File: src/logic/ssc_pkg.sv
// Package for the synchronous serial control and status block
package ssc_pkg;
    localparam int          ADDR_W           = 8;
    localparam int          DATA_W           = 8;
    localparam logic [7:0]  OFF_CONTROL      = 8'h20;
    localparam logic [7:0]  OFF_STATUS       = 8'h21;
    localparam logic [7:0]  OFF_BUFFER       = 8'h22;
    localparam logic [7:0]  CONTROL_RESET    = 8'h00;
    localparam logic [7:0]  RX_BUFFER_RESET  = 8'h00;
    // Control field positions
    localparam int          RUN_BIT          = 7;
    localparam int          FORCE_STOP_BIT   = 6;
    localparam int          MODE_LSB         = 4;
    localparam int          ORDER_BIT        = 3;
    localparam int          CLKSEL_LSB       = 0;
    // Status field positions
    localparam int          ACTIVE_BIT       = 7;
    localparam int          COUNT_BIT        = 6;
    localparam int          TX_EMPTY_BIT     = 5;
    localparam int          RX_FULL_BIT      = 4;
    localparam int          TX_UNDER_BIT     = 3;
    localparam int          RX_OVER_BIT      = 2;
    localparam logic [7:0]  STATUS_RESET     = 8'h20;
    // Clock select codes
    localparam logic [2:0]  CLKSEL_SLOWEST   = 3'h0;
    localparam logic [2:0]  CLKSEL_EXTERNAL  = 3'h7;
    localparam int          FC_DIV_LOG2_000  = 12;
    localparam int          FC_DIV_LOG2_110  = 3;
    localparam int          FS_DIV_LOG2      = 4;
    localparam int          BITS_PER_BYTE    = 8;

    typedef enum logic [1:0] {
        SSC_MODE_TX    = 2'h0,
        SSC_MODE_RX    = 2'h1,
        SSC_MODE_TXRX  = 2'h2,
        SSC_MODE_RSVD  = 2'h3
    } ssc_mode_e;

    typedef enum logic [1:0] {
        SSC_IDLE  = 2'h0,
        SSC_LOW   = 2'h1,
        SSC_HIGH  = 2'h3,
        SSC_WAIT  = 2'h2
    } ssc_state_e;

    typedef struct packed {
        logic       run;
        logic       force_stop;
        ssc_mode_e  mode;
        logic       lsb_first;
        logic [2:0] clksel;
    } ssc_control_s;

    typedef struct packed {
        logic [ADDR_W-1:0] addr;
        logic [DATA_W-1:0] wdata;
        logic              wr;
        logic              rd;
    } ssc_bus_s;
endpackage : ssc_pkg

File: src/logic/ssc_top.sv
// Synchronous serial interface control, status and shifter
`timescale 1ns/10ps
// Behaviour
// (RQ1) Run bit starts and stops transfers
// (RQ2) Force stop halts, then self-clears
// (RQ3) Force stop resets run, status, buffers
// (RQ4) Mode: 00 tx, 01 rx, 10 both
// (RQ5) Order bit: 0 MSB first, 1 LSB
// (RQ6) Codes 000-110 pick internal divided clocks
// (RQ7) Code 111 uses external pin clock
// (RQ8) Software changes setup only when idle
// (RQ9) Active flag and clocks 1-7 flag
// (RQ10) Tx empty flag shows buffer empty
// (RQ11) Rx full flag shows buffer full
// (RQ12) External clock tx underrun sets flag
// (RQ13) External clock rx overrun sets flag
// (RQ14) Zero write clears error, one ignored
// (RQ15) Run clear keeps error flags
// (RQ16) Tx write while not empty discarded
// (RQ17) Software checks empty before writing
// (RQ18) No read-modify-write on tx buffer
// (RQ19) Reset: status 0x20, control zero
// (RQ20) Shift out falling, sample rising edge
// (RQ21) Internal clock idles high, auto-waits
// (RQ22) Active flag rises on first falling edge
// (RQ23) Tx load sets empty, raises interrupt
// (RQ24) Rx read clears full, tx write clears empty
module ssc_top
    import ssc_pkg::*;
#(
    parameter int FS_RATIO = 16       // System clocks per low-frequency tick
) (
    input  wire logic              clock_i,      // System clock
    input  wire logic              rst_n_i,      // Async reset, active low
    input  wire logic [ADDR_W-1:0] addr_i,       // Register address
    input  wire logic [DATA_W-1:0] wdata_i,      // Write data
    input  wire logic              wr_i,         // Write strobe
    input  wire logic              rd_i,         // Read strobe
    output logic      [DATA_W-1:0] rdata_o,      // Read data, next cycle
    input  wire logic              slow_mode_i,  // Slow operation mode
    input  wire logic              divider_stage_select_i, // Timebase option
    input  wire logic              sck_i,        // Serial clock pin input
    output logic                   sck_o,        // Serial clock pin output
    output logic                   sck_oe_o,     // Serial clock pin drive
    input  wire logic              sdi_i,        // Serial data in pin
    output logic                   sdo_o,        // Serial data out pin
    output logic                   serial_interrupt_request_o // Irq pulse
);
    ssc_bus_s     bus;
    ssc_control_s ctl_reg;
    logic [DATA_W-1:0] tx_buf_reg, rx_buf_reg, shift_reg;
    logic        tx_empty_reg, rx_full_reg, tx_under_reg, rx_over_reg;
    logic        active_reg, count_flag_reg;
    logic [3:0]  bit_cnt_reg;
    logic [11:0] div_reg;
    logic [$clog2(FS_RATIO)-1:0] fs_cnt_reg;
    logic [3:0]  fs_div_reg;
    logic        sck_s1_reg, sck_s2_reg, sck_s3_reg, sdi_s1_reg, sdi_s2_reg;
    logic        sck_out_reg, tick;
    logic        stop_now;
    ssc_state_e  state_reg;

    assign bus = '{addr: addr_i, wdata: wdata_i, wr: wr_i, rd: rd_i};

    function automatic logic hit(input ssc_bus_s b, input logic [7:0] off);
        return b.addr == off;
    endfunction : hit

    wire wr_ctl   = bus.wr && hit(bus, OFF_CONTROL);
    wire wr_stat  = bus.wr && hit(bus, OFF_STATUS);
    wire wr_tx    = bus.wr && hit(bus, OFF_BUFFER);
    wire rd_rx    = bus.rd && hit(bus, OFF_BUFFER);
    wire ext_clk  = ctl_reg.clksel == CLKSEL_EXTERNAL;                // RQ7
    wire tx_on    = ctl_reg.mode != SSC_MODE_RX;
    wire rx_on    = ctl_reg.mode != SSC_MODE_TX;
    wire force_go = wr_ctl && wdata_i[FORCE_STOP_BIT];

    // Control register; force stop self-clears one cycle later
    always_ff @(posedge clock_i or negedge rst_n_i) begin
        if (!rst_n_i) begin
            ctl_reg <= ssc_control_s'(CONTROL_RESET);                // RQ19
        end else if (ctl_reg.force_stop) begin
            ctl_reg.force_stop <= 1'b0;                               // RQ2
            ctl_reg.run        <= 1'b0;                               // RQ3
        end else if (wr_ctl) begin
            ctl_reg <= ssc_control_s'(wdata_i);                       // RQ1
        end
    end
    assign stop_now = ctl_reg.force_stop;

    // Pin synchronisers
    always_ff @(posedge clock_i or negedge rst_n_i) begin
        if (!rst_n_i) begin
            sck_s1_reg <= 1'b1;
            sck_s2_reg <= 1'b1;
            sck_s3_reg <= 1'b1;
            sdi_s1_reg <= 1'b0;
            sdi_s2_reg <= 1'b0;
        end else begin
            sck_s1_reg <= sck_i;
            sck_s2_reg <= sck_s1_reg;
            sck_s3_reg <= sck_s2_reg;
            sdi_s1_reg <= sdi_i;
            sdi_s2_reg <= sdi_s1_reg;
        end
    end

    // Internal clock dividers: fc stages and a low-frequency tick
    always_ff @(posedge clock_i or negedge rst_n_i) begin
        if (!rst_n_i) begin
            div_reg    <= '0;
            fs_cnt_reg <= '0;
            fs_div_reg <= '0;
        end else begin
            div_reg <= div_reg + 12'h001;
            if (fs_cnt_reg == $bits(fs_cnt_reg)'(FS_RATIO - 1)) begin
                fs_cnt_reg <= '0;
                fs_div_reg <= fs_div_reg + 4'h1;
            end else begin
                fs_cnt_reg <= fs_cnt_reg + 1'b1;
            end
        end
    end
    wire fs_tick = fs_cnt_reg == $bits(fs_cnt_reg)'(FS_RATIO - 1);

    // Half-period tick of the selected internal serial clock
    always_comb begin
        logic [3:0] lg;
        lg   = 4'(FC_DIV_LOG2_000);
        tick = 1'b0;
        if (ctl_reg.clksel == CLKSEL_SLOWEST &&
            (slow_mode_i || divider_stage_select_i)) begin
            tick = fs_tick && (fs_div_reg[FS_DIV_LOG2-2:0] == '0);    // RQ6
        end else begin
            if (ctl_reg.clksel != CLKSEL_SLOWEST)
                lg = 4'(FC_DIV_LOG2_110 + 6) - 4'(ctl_reg.clksel);    // RQ6
            tick = (div_reg & ((12'h001 << (lg - 4'h1)) - 12'h001)) == '0;
        end
    end

    wire ext_fall = sck_s3_reg && !sck_s2_reg;
    wire ext_rise = !sck_s3_reg && sck_s2_reg;
    wire data_ok  = (!tx_on || !tx_empty_reg) && (!rx_on || !rx_full_reg);
    wire int_fall = !ext_clk && tick &&
                    (state_reg == SSC_IDLE || state_reg == SSC_HIGH) &&
                    ctl_reg.run && (bit_cnt_reg != 4'h0 || data_ok);   // RQ21
    wire int_rise = !ext_clk && tick && state_reg == SSC_LOW;
    wire do_fall  = ext_clk ? (ext_fall && ctl_reg.run) : int_fall;
    wire do_rise  = ext_clk ? (ext_rise && active_reg) : int_rise;
    wire byte_start = do_fall && bit_cnt_reg == 4'h0;
    wire byte_end   = do_rise && bit_cnt_reg == 4'(BITS_PER_BYTE);

    // Internal clock state: idle high, low half, high half
    always_ff @(posedge clock_i or negedge rst_n_i) begin
        if (!rst_n_i) begin
            state_reg   <= SSC_IDLE;
            sck_out_reg <= 1'b1;
        end else if (stop_now || ext_clk) begin
            state_reg   <= SSC_IDLE;
            sck_out_reg <= 1'b1;
        end else begin
            case (state_reg)
                SSC_IDLE, SSC_HIGH: begin
                    if (int_fall) begin
                        state_reg   <= SSC_LOW;
                        sck_out_reg <= 1'b0;
                    end else if (!ctl_reg.run && bit_cnt_reg == 4'h0) begin
                        state_reg <= SSC_IDLE;                        // RQ1
                    end
                end
                SSC_LOW: begin
                    if (int_rise) begin
                        state_reg   <= SSC_HIGH;
                        sck_out_reg <= 1'b1;
                    end
                end
                default: state_reg <= SSC_IDLE;
            endcase
        end
    end

    // Shifter, bit counter and progress flags
    always_ff @(posedge clock_i or negedge rst_n_i) begin
        if (!rst_n_i) begin
            shift_reg      <= '0;
            bit_cnt_reg    <= '0;
            active_reg     <= 1'b0;
            count_flag_reg <= 1'b0;
            sdo_o          <= 1'b1;
        end else if (stop_now) begin
            bit_cnt_reg    <= '0;                                     // RQ2
            active_reg     <= 1'b0;
            count_flag_reg <= 1'b0;
            sdo_o          <= 1'b1;
        end else begin
            if (do_fall) begin
                active_reg <= 1'b1;                                   // RQ22
                if (bit_cnt_reg == 4'h0) begin
                    logic [DATA_W-1:0] d;
                    d = tx_buf_reg;
                    shift_reg      <= d;
                    sdo_o          <= ctl_reg.lsb_first ? d[0] : d[7]; // RQ5
                    bit_cnt_reg    <= 4'h1;
                    count_flag_reg <= 1'b1;                           // RQ9
                end else begin
                    sdo_o <= ctl_reg.lsb_first ? shift_reg[0] : shift_reg[7]; // RQ20
                    bit_cnt_reg <= bit_cnt_reg + 4'h1;
                    if (bit_cnt_reg == 4'(BITS_PER_BYTE - 1))
                        count_flag_reg <= 1'b0;                       // RQ9
                end
            end
            if (do_rise && bit_cnt_reg != 4'h0) begin
                shift_reg <= ctl_reg.lsb_first ?
                             {sdi_s2_reg, shift_reg[7:1]} :
                             {shift_reg[6:0], sdi_s2_reg};           // RQ20
                if (bit_cnt_reg == 4'(BITS_PER_BYTE)) begin
                    bit_cnt_reg <= '0;
                    if (!ctl_reg.run)
                        active_reg <= 1'b0;                           // RQ9
                end
            end
            if (!ctl_reg.run && bit_cnt_reg == 4'h0 && !do_fall)
                active_reg <= 1'b0;                                   // RQ1
        end
    end

    // Buffers and flags; hardware set wins over software clear
    wire [DATA_W-1:0] rx_byte = ctl_reg.lsb_first ?
                                {sdi_s2_reg, shift_reg[7:1]} :
                                {shift_reg[6:0], sdi_s2_reg};
    wire tx_take  = byte_start && tx_on && !tx_empty_reg;
    wire under    = byte_start && tx_on && tx_empty_reg && ext_clk;
    wire rx_done  = byte_end && rx_on;
    wire over     = rx_done && rx_full_reg && ext_clk;
    always_ff @(posedge clock_i or negedge rst_n_i) begin
        if (!rst_n_i) begin
            tx_buf_reg   <= '0;
            rx_buf_reg   <= RX_BUFFER_RESET;
            tx_empty_reg <= STATUS_RESET[TX_EMPTY_BIT];               // RQ19
            rx_full_reg  <= STATUS_RESET[RX_FULL_BIT];
            tx_under_reg <= STATUS_RESET[TX_UNDER_BIT];
            rx_over_reg  <= STATUS_RESET[RX_OVER_BIT];
            serial_interrupt_request_o <= 1'b0;
        end else if (stop_now) begin
            tx_buf_reg   <= '0;                                       // RQ3
            rx_buf_reg   <= RX_BUFFER_RESET;
            tx_empty_reg <= STATUS_RESET[TX_EMPTY_BIT];
            rx_full_reg  <= STATUS_RESET[RX_FULL_BIT];
            tx_under_reg <= STATUS_RESET[TX_UNDER_BIT];
            rx_over_reg  <= STATUS_RESET[RX_OVER_BIT];
            serial_interrupt_request_o <= 1'b0;
        end else begin
            serial_interrupt_request_o <= tx_take || (rx_done && !rx_full_reg); // RQ23
            if (tx_take)
                tx_empty_reg <= 1'b1;                                 // RQ23
            else if (wr_tx && tx_empty_reg) begin
                tx_buf_reg   <= wdata_i;                              // RQ16
                tx_empty_reg <= 1'b0;                                 // RQ24
            end
            if (rx_done && !rx_full_reg) begin
                rx_buf_reg  <= rx_byte;
                rx_full_reg <= 1'b1;                                  // RQ11
            end else if (rd_rx)
                rx_full_reg <= 1'b0;                                  // RQ24
            if (under)
                tx_under_reg <= 1'b1;                                 // RQ12
            else if (wr_stat && !wdata_i[TX_UNDER_BIT])
                tx_under_reg <= 1'b0;                                 // RQ14
            if (over)
                rx_over_reg <= 1'b1;                                  // RQ13
            else if (wr_stat && !wdata_i[RX_OVER_BIT])
                rx_over_reg <= 1'b0;                                  // RQ14 RQ15
        end
    end

    // Read data, one cycle after the strobe
    always_ff @(posedge clock_i or negedge rst_n_i) begin
        if (!rst_n_i) begin
            rdata_o <= '0;
        end else if (bus.rd) begin
            if (hit(bus, OFF_CONTROL))
                rdata_o <= ctl_reg;
            else if (hit(bus, OFF_STATUS))
                rdata_o <= {active_reg, count_flag_reg, tx_empty_reg,
                            rx_full_reg, tx_under_reg, rx_over_reg, 2'b00}; // RQ10
            else if (hit(bus, OFF_BUFFER))
                rdata_o <= rx_buf_reg;
            else
                rdata_o <= '0;
        end else begin
            rdata_o <= '0;
        end
    end

    // Pin drive: internal clock drives the pin, external leaves it
    always_ff @(posedge clock_i or negedge rst_n_i) begin
        if (!rst_n_i) begin
            sck_o    <= 1'b1;
            sck_oe_o <= 1'b0;
        end else begin
            sck_o    <= sck_out_reg;                                  // RQ21
            sck_oe_o <= !ext_clk;                                     // RQ7
        end
    end
endmodule : ssc_top

File: config.mk
export PLATFORM = sky130hd
export DESIGN_NAME = ssc_top
export DESIGN_NICKNAME = d
export VERILOG_FILES = /design/src/logic/ssc_pkg.sv /design/src/logic/ssc_top.sv
export SDC_FILE = /design/constraint.sdc
export NUM_CORES = 1
export LEC_CHECK = 0
export BUFFER_PORTS_ARGS = -buffer_cell sky130_fd_sc_hd__buf_4
export CAP_MARGIN = 20
export CORE_MARGIN = 3
export CORE_UTILIZATION = 64
export DETAILED_ROUTE_END_ITERATION = 12
export GPL_TIMING_DRIVEN = 0
export PLACE_DENSITY = 0.95
export SLEW_MARGIN = 10
export SYNTH_ARGS = -nofsm -noshare
export SYNTH_HDL_FRONTEND = slang
export SYNTH_SLANG_ARGS = --single-unit
export TNS_END_PERCENT = 20
File: constraint.sdc
create_clock -name clock_i -period 11.7 [get_ports clock_i]
set_clock_uncertainty 0.2 [all_clocks]
set_input_delay 0 -clock clock_i [delete_from_list [all_inputs] [get_ports clock_i]]
set_output_delay 0 -clock clock_i [all_outputs]
set_load 0.01 [all_outputs]
Yosys cells after proc, flatten, opt, wreduce, memory -nomap -nowiden. Cells that the tools add are included.

$add $sub $neg: 7. Bitwise gates (word level): 2. Shifts and indexed selects: 1. Muxes and demuxes: 63. Reductions and logical operators: 77. Equal/unequal tests: 14.

Operator list (count): 2-to-1 mux 8 bit (14); 2-to-1 mux 1 bit (34); logical AND 1 bit (32); 2-to-1 mux 4 bit (8); == test 8 x 6 -> 1 bit (second input constant) (3); nonzero test 3 bit (7); nonzero test 2 bit (7); adder 12 x 1 -> 12 bit (second input constant) (1); adder 4 x 1 -> 4 bit (second input constant) (3); AND 12 bit (1); zero test 12 bit (1); << shifter 1 x 4 -> 12 bit (first input constant) (1); subtractor 12 x 1 -> 12 bit (second input constant) (1); zero test 1 bit (11); 2-to-1 mux 2 bit (5); == test 4 bit (second input constant) (2); AND reduction 2 bit (4); logical OR 1 bit (7); zero test 3 bit (2); AND reduction 3 bit (2); == test 4 x 3 -> 1 bit (second input constant) (1); zero test 4 bit (1); != test 4 bit (second input constant) (1); case mux 2 bit (2 select lines) (1); other kinds (14) (14).

Bits in registers: 82. Bits of input ports: 24. Output and inout bits: 12. Logic and storage cells: 194.

Longest topological paths before layout.
Word-level depth: 20. Gate-level depth with buffers: 16. Mapped depth without buffers: 13.

Least setup slack after synthesis. Ideal clock, no wire load.

Kind: register -> register. Start point: register ctl_reg[1] (netlist name). End point: register shift_reg[0]. Data arrival time: 3.869 ns. Path buffers: 1. Path slack: 7.503 ns. Data required time: 11.372 ns. Clock period less this slack: 4.197 ns. Cell stages (with the launch flop): 15. Setup time: 0.128 ns. Path through: dfrtp_1 > buf_2 > inv_2 > ha_1 > or3b_1 > or3_1 > ha_1 > inv_1 > a222oi_1 > o2111ai_1 > a2111oi_4 > nand2_1 > a31oi_4 > mux2_1 > mux2_1.

Longest elaborated chain between the ends: 16. Elaborated cells between the ends (all ways): 26. Those cells by class: add/sub (3); eq/ne (1); shift (1); mux (6); bitwise (1); reduce/logical (14).

Ends and longest elaborated chain: start, declared (RTL line ssc_top.sv:50) `ssc_control_s ctl_reg;`; start signal, assigned (RTL line ssc_top.sv:81) `ctl_reg <= ssc_control_s'(CONTROL_RESET);`; start signal, assigned (RTL line ssc_top.sv:86) `ctl_reg <= ssc_control_s'(wdata_i);`; subtractor 4 x 3 -> 4 bit or nonzero test 3 bit (tied branches) (RTL line ssc_top.sv:136, ssc_top.sv:135); 2-to-1 mux 4 bit (RTL line ssc_top.sv:135) `if (ctl_reg.clksel != CLKSEL_SLOWEST)`; 2-to-1 mux 4 bit (RTL line ssc_top.sv:131) `if (ctl_reg.clksel == CLKSEL_SLOWEST &&`; subtractor 4 x 1 -> 4 bit (RTL line ssc_top.sv:137) `tick = (div_reg & ((12'h001 << (lg - 4'h1)) - 12'h001)) == '0;`; << shifter 1 x 4 -> 12 bit (RTL line ssc_top.sv:137); subtractor 12 x 1 -> 12 bit (RTL line ssc_top.sv:137); AND 12 bit (RTL line ssc_top.sv:137); zero test 12 bit (RTL line ssc_top.sv:137); 2-to-1 mux 1 bit (RTL line ssc_top.sv:131); logical AND 1 bit (RTL line ssc_top.sv:144, ssc_top.sv:147); logical AND 1 bit (RTL line ssc_top.sv:144) `wire int_fall = !ext_clk && tick &&`; logical AND 1 bit (RTL line ssc_top.sv:145) `(state_reg == SSC_IDLE || state_reg == SSC_HIGH) &&`; logical AND 1 bit (RTL line ssc_top.sv:146) `ctl_reg.run && (bit_cnt_reg != 4'h0 || data_ok);`; 2-to-1 mux 1 bit (RTL line ssc_top.sv:148) `wire do_fall = ext_clk ? (ext_fall && ctl_reg.run) : int_fall;`; nonzero test 2 bit (no line); AND reduction 3 bit (no line); end signal, assigned (RTL line ssc_top.sv:213) `shift_reg <= ctl_reg.lsb_first ?`; end, declared (RTL line ssc_top.sv:51) `logic [DATA_W-1:0] tx_buf_reg, rx_buf_reg, shift_reg;`.

Parallel ways exist; a longest one is shown, timed or not. The select of a mux whose other input is x is not followed. A chain may end at the register's enable or synchronous reset.

Final worst setup path.
Start point: register ctl_reg[1] (netlist name). End point: register shift_reg[1].

The elaborated chain is that of the path after synthesis.

==> results.txt <==
Avg Cell Area, Syn = 10.7 µm²
largest family of logic cells by synthesized area = simple AND/OR/NAND/NOR gates
CORE AREA = 6460 µm²
top cell type's share of synthesized area = 0.425
Nets = 513
FP Rows = 29
Clock Root Buffer = clkbuf_8
Ant. Diodes = 0
RSZ-0062 raised after global routing = no
Worst Tran Pin Value = 1.01 ns
number of buffers on the longest clock path = 2
ranking of synthesized cells by area = dfrtp_1, mux2i_1, ha_1
critical path data required time = 11.75 ns
endpoints failing hold = 0
CTS H-Tree Depth = 3
status = finished clean
Inserted Clock Buffers = 9
DIE AREA = 7840 µm²
Logic pwr share = 0.145
clk_lat worst skew = 0.38 ns
Synth Area in XOR/XNOR = 0.0301
final worst-path cycle share = 0.419
post_cts resized = 0
CP bufs+invs = 3
max-cap violation count = 0
Psw = 175 µW
Post-Route WL = 11200 µm
Sw Share = 0.287
total gr overflow = 0
Worst-path clk slew = 0.09 ns
FFs w/ async S/R, synth = 1.00
adder-cell share of the synthesized area = 0.0459
total power = 608 µW
I/O pin count = 36
Routed WL per cell = 20.2 µm
DRC violations left = 0
initial core utilization = 0.675
simple-gate share of the synthesized area = 0.172
Placed Area = 4710 µm²
port bufs = 34
Setup Fix Bufs, Post-CTS = 0
largest net degree at the start of global routing = 82
CP max stage cell = dfrtp_1
# fillers = 353
Core Util, Final = 0.795
share of cells above drive strength 1 = 0.197
PwrDens = 118 nW/µm²
mux share of post-synthesis cell area = 0.140
class of the worst hold path = in -> reg
Largest register FFs = 12
maximum clock frequency = 204 MHz
Area growth, synth to finish = 17.8%
CP top delay family = compound AO/OA/AOI/OAI gates
ys flop type = dfrtp_1
final instance area = 5130 µm²
minimum clock period = 4.90 ns
critical setup path kind = reg -> reg
CTS sink cnt = 81
Largest stage delay, worst path = 0.59 ns
Compound-Gate Fraction of Synth Area = 0.114
Post-Syn Nets = 447
Yosys cell types = 66
Peak VDD IR = 91.9 µV
Pins Over Slew Limit = 0
Die Span Y = 88.5 µm
sequential power share = 0.494
Yosys reg bits = 81
EDFF count, synth = 0
area leader, netlist = dfrtp_1
Gate Count Post-Synth = 407
gr usage total = 0.308
worst path cell trace = buf_2 > inv_2 > ha_1 > or3b_1 > or3_1 > ha_1 > inv_1 > a222oi_1 > o2111ai_1 > a2111oi_4 > nand2_1 > a31oi_4 > mux2_1 > mux2_1
Final setup viols = 0
vias in the first global route = 3597
Pre-Repair DR Iteration Count = 6
sequential share of the synthesized area = 0.467
Clk pwr share = 0.361
crit start category = register
ANT nets after route = 0
Syn Std Cell Area = 4360 µm²
global-route wire length before repair = 18100 µm
Hold Slack = 0.0379 ns
GP Congestion = 0.906
Initial DRC Count = 442
DR vias = 3683
static leakage = 2.35 nW
Critical Path End Type = register
DIE WIDTH = 88.5 µm
CTS tree = done
headroom to the max-slew limit = 0.327
antenna violations before repair = 0
Yosys warnings = 0
Internal Pwr Total = 433 µW
CP arrival = 4.96 ns
setup TNS = 0 ns
DP HPWL = 7150 µm
crit-path max FO = 11
drt via density = 6.64
power groups by stage:
stage          Combinational, mW  Sequential (mW)  Clock, mW
6_report                  0.0880            0.300      0.220
5_1_grt                   0.0950            0.301      0.233
4_1_cts                   0.0840            0.299      0.220
3_5_place_dp              0.0783            0.305          0
3_3_place_gp              0.0755            0.304          0
2_1_floorplan             0.0522            0.302          0
metal layers:
metal | global-route usage | up-vias | part of all wire
li1 | - | 1593 | -
met1 | 0.405 | 1781 | 0.40
met2 | 0.477 | 245 | 0.47
met3 | 0.0736 | 64 | 0.092
met4 | 0.161 | 0 | 0.045
met5 | 0 | - | 0
logic make-up (layout without fill, tap and decap cells):
| logic type | Yosys count | count (layout) |
|---|---|---|
| AND/OR/NAND/NOR | 141 | 141 |
| flip-flops | 81 | 81 |
| AO/OA/AOI/OAI | 65 | 65 |
| multiplexers | 56 | 56 |
| buffers and inverters | 33 | 104 |
| adder cells (fa/ha/maj) | 16 | 16 |
| XOR/XNOR | 15 | 15 |
stage by stage:
step,worst slack [ns],cells
after floorplan,7.50,407
after global placement,7.01,518
after detailed placement,6.94,518
after CTS,6.86,555
after global routing,6.65,555
final,6.80,555
cells in the mapped netlist, types with 4 or more instances:
cell type  instances
inv_1             17
clkbuf_1           9
mux2_1            16
a31oi_1            4
nor3_1            10
ha_1              16
and3_1             8
nor4_1             4
xor2_1             4
nor2_1            45
nor2b_1            9
a21oi_1           15
dfstp_2            7
nand3_1           13
mux2_2            14
or3_1              4
nand2_1           18
nand4_1            4
o21ai_0           14
xnor2_1           11
dfrtp_1           74
mux2i_1           25
final cells by class:
cell class | count | area, µm² | share of cell area
Timing Repair Buffer | 55 | 465 | 0.0907
Buffer | 14 | 63.8 | 0.0124
Clock buffer | 10 | 138 | 0.0268
Inverter | 19 | 71.3 | 0.0139
Clock inverter | 6 | 75.1 | 0.0146
Tap cell | 77 | 96.3 | 0.0188
Sequential cell | 81 | 2040 | 0.397
Multi-Input combinational cell | 293 | 2190 | 0.426
cell usage in the layout, fill, tap and decap left out, types with 7 or more instances in the layout:
cell type	n
mux2i_1	25
nor3_1	10
mux2_2	14
dfstp_2	7
mux2_1	16
buf_4	36
dlygate4sd3_1	21
xnor2_1	11
clkbuf_8	10
clkbuf_1	9
nor2b_1	9
a21oi_1	15
nor2_1	45
inv_1	17
nand3_1	13
o21ai_0	14
and3_1	8
nand2_1	18
dfrtp_1	74
ha_1	16
worst reg2reg max path, stage by stage, from the launching register on:
cell and delay [ns]:
dfrtp_1 0.59, buf_2 0.29, inv_2 0.12, ha_1 0.35, or3b_1 0.44, or3_1 0.34
ha_1 0.30, inv_1 0.04, a222oi_1 0.35, o2111ai_1 0.22, a2111oi_4 0.34, nand2_1 0.16
a31oi_4 0.37, mux2_1 0.38, mux2_1 0.30
worst paths after layout:
path                                  from            to  slack [ns]  cells past startpoint
worst min register to register  sdi_s1_reg    sdi_s2_reg        0.14                      0
worst max-delay path            ctl_reg[1]  shift_reg[1]        6.80                     14
max in group asynchronous          rst_n_i    rdata_o[1]       10.51                      2
min in group asynchronous          rst_n_i    rdata_o[0]        0.10                      2
worst min-delay path                  wr_i  tx_under_reg        0.04                      5
worst max register to register  ctl_reg[1]  shift_reg[1]        6.80                     14
repair_timing:
item | CTS | global route
endpoints found under the setup margin | 0 | 0
hold endpoints to repair | 103 | 0
hold buffers | 21 | 0
Power figures use the tool's default switching activity.
